`config.mk`:
```
export PLATFORM = sky130hd
export DESIGN_NAME = oad_operand_decode
export DESIGN_NICKNAME = d
export VERILOG_FILES = /design/src/design/oad_pkg.sv /design/src/design/oad_bit_map.sv /design/src/design/oad_operand_decode.sv
export SDC_FILE = /design/constraint.sdc
export NUM_CORES = 2
export LEC_CHECK = 0
export ABC_AREA = 1
export BUFFER_PORTS_ARGS = -buffer_cell sky130_fd_sc_hd__buf_4
export CAP_MARGIN = 20
export CELL_PAD_IN_SITES_DETAIL_PLACEMENT = 0
export CELL_PAD_IN_SITES_GLOBAL_PLACEMENT = 2
export CORE_UTILIZATION = 37
export DETAILED_ROUTE_END_ITERATION = 16
export PLACE_DENSITY_LB_ADDON = 0.25
export SLEW_MARGIN = 10
export SYNTH_ARGS = -nofsm -noshare
export SYNTH_HDL_FRONTEND = slang
export SYNTH_HIERARCHICAL = 1
export SYNTH_SLANG_ARGS = --single-unit
```
`constraint.sdc`:
```
create_clock -name sys_clk -period 3.5 [get_ports sys_clk]
set_clock_uncertainty 0.15 [all_clocks]
set_input_delay 0.7 -clock sys_clk [delete_from_list [all_inputs] [get_ports sys_clk]]
set_output_delay 0.7 -clock sys_clk [all_outputs]
set_load 0.02 [all_outputs]
```
`src/design/oad_pkg.sv`:
```
// Package of constants and types for the operand address decoder
package oad_pkg;

  // ==========================================================================
  // Address space layout
  // ==========================================================================
  localparam logic [7:0] OAD_RAM_LOW_FIRST  = 8'h00;
  localparam logic [7:0] OAD_RAM_LOW_LAST   = 8'h7F;
  localparam logic [7:0] OAD_SFR_FIRST      = 8'h80;
  localparam logic [7:0] OAD_SFR_LAST       = 8'hFF;
  localparam int         OAD_RAM_DEPTH      = 256;

  // ==========================================================================
  // Working register and pointer selection
  // ==========================================================================
  localparam int         OAD_WREG_SEL_LSB   = 0;
  localparam int         OAD_WREG_SEL_W     = 3;
  localparam int         OAD_BANK_W         = 2;
  localparam logic [2:0] OAD_WREG_PAD       = 3'h0;
  localparam logic [1:0] OAD_PTR_PAD        = 2'h0;

  // ==========================================================================
  // Arithmetic auxiliary register
  // ==========================================================================
  localparam logic [7:0] OAD_AUX_ADDR       = 8'hF0;
  localparam logic [7:0] OAD_AUX_RESET      = 8'h00;
  localparam logic [7:0] OAD_UNMAPPED_READ  = 8'h00;

  // ==========================================================================
  // Bit addressable areas
  // ==========================================================================
  localparam logic [7:0] OAD_BIT_RAM_FIRST  = 8'h20;
  localparam logic [7:0] OAD_BIT_RAM_LAST   = 8'h2F;
  localparam logic [3:0] OAD_BIT_RAM_HIGH   = 4'h2;
  localparam logic [3:0] OAD_BIT_SFR_NIB_A  = 4'h0;
  localparam logic [3:0] OAD_BIT_SFR_NIB_B  = 4'h8;
  localparam logic [2:0] OAD_BIT_SFR_LOW    = 3'h0;

  // ==========================================================================
  // Addressing modes
  // ==========================================================================
  typedef enum logic [1:0]
  {
    OAD_MODE_REG,
    OAD_MODE_DIRECT,
    OAD_MODE_INDIRECT,
    OAD_MODE_BIT
  } oad_mode_t;

endpackage

```
`src/design/oad_bit_map.sv`:
```
// Bit address to byte address mapper with validity check
`timescale 1ns/10ps

module oad_bit_map
  import oad_pkg::*;
(
  // Bit address from the instruction
  input  wire logic [7:0] bit_addr,
  // Mapped location
  output logic      [7:0] byte_addr,
  output logic      [2:0] bit_idx,
  output logic            is_sfr,
  output logic            accepted
);

  // ==========================================================================
  // Mapping
  // ==========================================================================
  // Low half packs 16 RAM bytes, high half lands on aligned SPECIAL_FUNCTION_SPACE bases
  assign is_sfr    = bit_addr[7];
  assign bit_idx   = bit_addr[2:0];
  assign byte_addr = is_sfr ? {bit_addr[7:3], OAD_BIT_SFR_LOW}
                            : {OAD_BIT_RAM_HIGH, bit_addr[6:3]};

  // ==========================================================================
  // Validity
  // ==========================================================================
  // Bit area check
  // Kept explicit so a remapped encoding cannot slip outside the areas
  assign accepted = is_sfr ? ((byte_addr[3:0] == OAD_BIT_SFR_NIB_A) ||
                              (byte_addr[3:0] == OAD_BIT_SFR_NIB_B))
                           : ((byte_addr >= OAD_BIT_RAM_FIRST) &&
                              (byte_addr <= OAD_BIT_RAM_LAST));

endmodule

```
`src/design/oad_operand_decode.sv`:
```
// Operand address decoder with internal data RAM and auxiliary register
`timescale 1ns/10ps

module oad_operand_decode
  import oad_pkg::*;
(
  // Clock and reset
  input  wire logic             sys_clk,
  input  wire logic             rst_n,
  // Request from the execute logic
  input  wire logic             req_valid,
  input  wire oad_pkg::oad_mode_t req_mode,
  input  wire logic [7:0]       req_opcode,
  input  wire logic [7:0]       req_operand,
  input  wire logic             req_write,
  input  wire logic [7:0]       req_wdata,
  input  wire logic             req_wbit,
  input  wire logic [1:0]       bank_sel,
  // Answer, one cycle after the request
  output logic                  rsp_valid,
  output logic      [7:0]       rsp_rdata,
  output logic                  rsp_rbit,
  output logic      [7:0]       rsp_addr,
  output logic                  rsp_to_ram,
  output logic                  rsp_to_sfr,
  output logic                  rsp_unmapped,
  output logic                  rsp_refused,
  // Register contents
  output logic      [7:0]       aux_value
);

  import oad_pkg::*;

  // ==========================================================================
  // State
  // ==========================================================================
  typedef struct packed
  {
    logic [OAD_RAM_DEPTH-1:0][7:0] ram;
    logic [7:0]                    aux;
    logic                          rsp_valid;
    logic [7:0]                    rdata;
    logic                          rbit;
    logic [7:0]                    addr;
    logic                          to_ram;
    logic                          to_sfr;
    logic                          unmapped;
    logic                          refused;
  } oad_state_t;

  oad_state_t  st_r;
  oad_state_t  st_nxt;

  // ==========================================================================
  // Address sources
  // ==========================================================================
  logic [7:0]  wreg_addr;
  logic [7:0]  ptr_addr;
  logic [7:0]  ptr_value;
  logic [7:0]  bm_byte;
  logic [2:0]  bm_idx;
  logic        bm_sfr;
  logic        bm_ok;

  // Register selection
  // Bank select places the eight registers; no operand byte is used
  assign wreg_addr = {OAD_WREG_PAD, bank_sel,
                      req_opcode[OAD_WREG_SEL_LSB +: OAD_WREG_SEL_W]};

  // Pointer is the first or second working register of the bank
  assign ptr_addr  = {OAD_WREG_PAD, bank_sel, OAD_PTR_PAD, req_opcode[0]};
  assign ptr_value = st_r.ram[ptr_addr];

  oad_bit_map u_bit_map
  (
    .bit_addr  (req_operand),
    .byte_addr (bm_byte),
    .bit_idx   (bm_idx),
    .is_sfr    (bm_sfr),
    .accepted  (bm_ok)
  );

  // ==========================================================================
  // Next state
  // ==========================================================================
  always_comb
  begin
    logic [7:0] eff;
    logic       to_sfr;
    logic       refused;
    logic [2:0] idx;
    logic       is_aux;
    logic [7:0] rd_byte;
    logic [7:0] wr_byte;
    eff     = OAD_RAM_LOW_FIRST;
    to_sfr  = 1'b0;
    refused = 1'b0;
    idx     = 3'h0;
    is_aux  = 1'b0;
    rd_byte = OAD_UNMAPPED_READ;
    wr_byte = OAD_UNMAPPED_READ;
    st_nxt  = st_r;
    st_nxt.rsp_valid = 1'b0;

    case (req_mode)
      OAD_MODE_REG:
      begin
        eff = wreg_addr;
      end
      OAD_MODE_DIRECT:
      begin
        eff = req_operand;
        to_sfr = (req_operand >= OAD_SFR_FIRST);
      end
      OAD_MODE_INDIRECT:
      begin
        // Pointer hits RAM
        // Same numbers as SFRs, but indirect never leaves the RAM array
        eff    = ptr_value;
        to_sfr = 1'b0;
      end
      OAD_MODE_BIT:
      begin
        eff     = bm_byte;
        to_sfr  = bm_sfr;
        idx     = bm_idx;
        refused = !bm_ok;
      end
      default:
      begin
        eff = OAD_RAM_LOW_FIRST;
      end
    endcase

    is_aux = to_sfr && (eff == OAD_AUX_ADDR);

    if (!to_sfr)
      rd_byte = st_r.ram[eff];
    else if (is_aux)
      rd_byte = st_r.aux;
    else
      rd_byte = OAD_UNMAPPED_READ;

    // Bit writes are read-modify-write on the whole byte
    if (req_mode == OAD_MODE_BIT)
    begin
      wr_byte      = rd_byte;
      wr_byte[idx] = req_wbit;
    end
    else
    begin
      wr_byte = req_wdata;
    end

    if (req_valid)
    begin
      st_nxt.rsp_valid = 1'b1;
      st_nxt.rdata     = refused ? OAD_UNMAPPED_READ : rd_byte;
      st_nxt.rbit      = refused ? 1'b0 : rd_byte[idx];
      st_nxt.addr      = eff;
      st_nxt.to_ram    = !to_sfr && !refused;
      st_nxt.to_sfr    = to_sfr && !refused;
      st_nxt.unmapped  = to_sfr && !is_aux && !refused;
      st_nxt.refused   = refused;
      if (req_write && !refused)
      begin
        if (!to_sfr)
          st_nxt.ram[eff] = wr_byte;
        else if (is_aux)
          st_nxt.aux = wr_byte;
        else
          st_nxt.aux = st_r.aux;
      end
    end
  end

  // ==========================================================================
  // Registers
  // ==========================================================================
  // Clearing the RAM at reset costs area but gives defined reads
  always_ff @(posedge sys_clk or negedge rst_n)
  begin
    if (!rst_n)
    begin
      st_r     <= '0;
      st_r.aux <= OAD_AUX_RESET;
    end
    else
    begin
      st_r <= st_nxt;
    end
  end

  // ==========================================================================
  // Outputs
  // ==========================================================================
  assign rsp_valid    = st_r.rsp_valid;
  assign rsp_rdata    = st_r.rdata;
  assign rsp_rbit     = st_r.rbit;
  assign rsp_addr     = st_r.addr;
  assign rsp_to_ram   = st_r.to_ram;
  assign rsp_to_sfr   = st_r.to_sfr;
  assign rsp_unmapped = st_r.unmapped;
  assign rsp_refused  = st_r.refused;
  assign aux_value    = st_r.aux;

endmodule

```
==> flow_summary.ini <==
[outcome]
status = finished, violations left
failed_checks = negative setup slack

[critical_path]
cp-end-kind = register
crit_slowest_cell = dfrtp_1
crit_top_cell = nand2_1
setup.worst_path.class = register to register
start_kind = register
critPathArrivalTime_ps = 5280
worstPathMaxFanout = 18
required_ps = 4210
critPathMaxStageDelay_ps = 390

[die]
core.rowCount = 195
die_x_um = 535
core_area_mm2 = 0.282
initial_utilization_pct = 37.2
die_area_mm2 = 0.286
die_y_um = 535
io_pins = 63

[yosys]
ys_ff_latch = 2078
postSynthCellCount = 14862
synth-seq-area-share_pct = 49.5
synth_edf_count = 0
synth_area_mm2 = 0.105
synth_ff_type = dfrtp_1
synth.distinct_cells = 34
synth.avg_cell_area_um2 = 7.07
async_flop_share_pct = 100
ys.warnings.count = 6
synth.net_count = 14895

[sta]
setup-violations-final = 2065
rsz0062_at_grt = yes
tightest_slew_ps = 1010
period_needed_ps = 4580
maxSlewViolCount = 0
whs_ps = 202
hold_viol_final = 0
fin_crit_sh_pct = 131
fin_ws_ps = -1080
finalSetupTns_ps = -1868420
max_freq_ghz = 0.218
slew_headroom_pct = 32.3

[clock_network]
clockBufferDepth = 4
cts_tree = done
worstSkewPairLatency_ps = 940
clkSinkCount = 2078
htree_levels = 4
numCtsBuffers = 243
root_buffer = clkbuf_16
clk_pin_slew_worst_paths_ps = 60

[min_path]
hold_class = input pin to asynchronous set/reset pin

[routing]
initialDrtViolationCount = 10773
viasPerCell = 5.09
wirelength_um = 447000
route.detailed.drc = 0
ant_nets = 0
dr_total_vias = 101032
firstDrtPassIters = 8
wl_per_cell_um = 22.5

[power_and_ir_drop]
power_mw = 67.7
peakVddDrop_v = 0.000490
pwr_density_cell_mw_per_mm2 = 503
p_leak_nw = 70.2

[global_route]
grt_max_degree = 127
track_usage_pct = 30.3
antenna_found_initial = 12
overflow = 0
grt_pass1_wl_um = 651000
first_global_vias = 97321

[cells_and_area]
mostFrequentLayoutCells = 7488 x nand2_1, 2078 x dfrtp_1, 1206 x buf_4, 1200 x inv_1, 1110 x o21ai_0
drive_gt1_share_pct = 15.6
final_nets = 15945
final_common_cell = nand2_1
area_growth_pct = 27.9

[place]
dpl.hpwl_um = 295000
portBuffers = 57
place.gp.congestion = 0.937

[flow_run]
maxCapViolations = 0
## cells by family (layout without fill, tap and decap cells)
family	Yosys count	after routing	share of synthesized area, %
simple gates	8670	8674	32.3
buf+inv	2142	3387	8.54
flops	2078	2078	49.5
compound gates	1971	1971	9.65
other cells	1	6	0.00357
## sequential cells by signal (all words and copies together) (netlist names)
signal and cells:
st_r 2048, aux_value 8, rsp_addr 8, rsp_rdata 8, rsp_rbit 1, rsp_refused 1, rsp_to_ram 1, rsp_to_sfr 1
rsp_unmapped 1, rsp_valid 1
## path summary, 6_finish.rpt
path	from	to	slack [ps]	cells after the start
max in group asynchronous	rst_n	st_r[1607]	1640	5
worst max-delay path	st_r[38]	st_r[1752]	-1080	31
worst max register to register	st_r[38]	st_r[1752]	-1080	31
worst min register to register	st_r[1799]	st_r[1799]	320	2
min in group sys_clk	req_wdata[5]	st_r[2043]	220	5
worst min-delay path	rst_n	st_r[209]	200	2
## critical path, delay by kind of cell, from the launching register on
family                 cells  cell delay, ps
AOI/OAI and AO/OA          4             530
buffers and inverters      9            1520
DFF                        1             390
and+or+nand+nor           18            1820
## routing by layer
metal	global-route usage [%]	vias up	routed length, µm
met3	4.54	629	32000
met4	9.33	2	14300
met2	46.7	3549	196000
met1	43.7	49115	205000
li1	-	47737	-
met5	0	-	19
## stage by stage
step	cells	setup WS (ps)	util [%]	cell area, µm²
after global placement	19220	-2110	42.9	121000
after CTS	19766	-1040	46.9	132000
after floorplan	14862	-78.7	-	106000
after global routing	19856	-1150	47.6	134000
final	19859	-1080	47.6	134000
after detailed placement	19220	-2070	42.9	121000
## synthesized netlist by cell type, types with 49 or more instances
library cell	number	share of area, %
a31oi_1	111	0.66
buf_1	70	0.25
buf_2	358	1.7
buf_4	100	0.71
clkbuf_1	354	1.3
dfrtp_1	2078	49
inv_1	1213	4.3
nand2_1	7587	27
nand3_1	61	0.29
nand3b_1	151	1.1
nor2_1	582	2.1
nor3_1	155	0.74
nor3_2	66	0.63
o21ai_0	1344	6.4
o21ai_1	449	2.1
or2_2	49	0.29
## power breakdown
part	internal, mW	switching [mW]	leakage (nW)
logic	5.42	9.50	41.6
registers	25.2	0.463	24.5
clock network	16.0	11.1	4.14
total	46.6	21.0	70.2
## area by class of cell
type                    instances  area [µm²]
diodes                          5        12.5
flip-flops and latches       2078       52000
fillers                     27985      148000
well taps                    3743        4680
multi-input cells           10646       45500
repair buffers               1698       19200
clock inverters                89        1200
inverters                    1245        4720
clock buffers                 355        7180
## what timing repair did
item / CTS / global route
hold endpoints to repair: 210 / 0
pin swaps: 38 / 61
setup endpoints to repair: 2065 / 2065
resized for setup: 281 / 220
cloned: 41 / 31
hold buffers: 2 / 0
buffers inserted: 64 / 61
No activity file was read; power rests on OpenSTA's default activity.
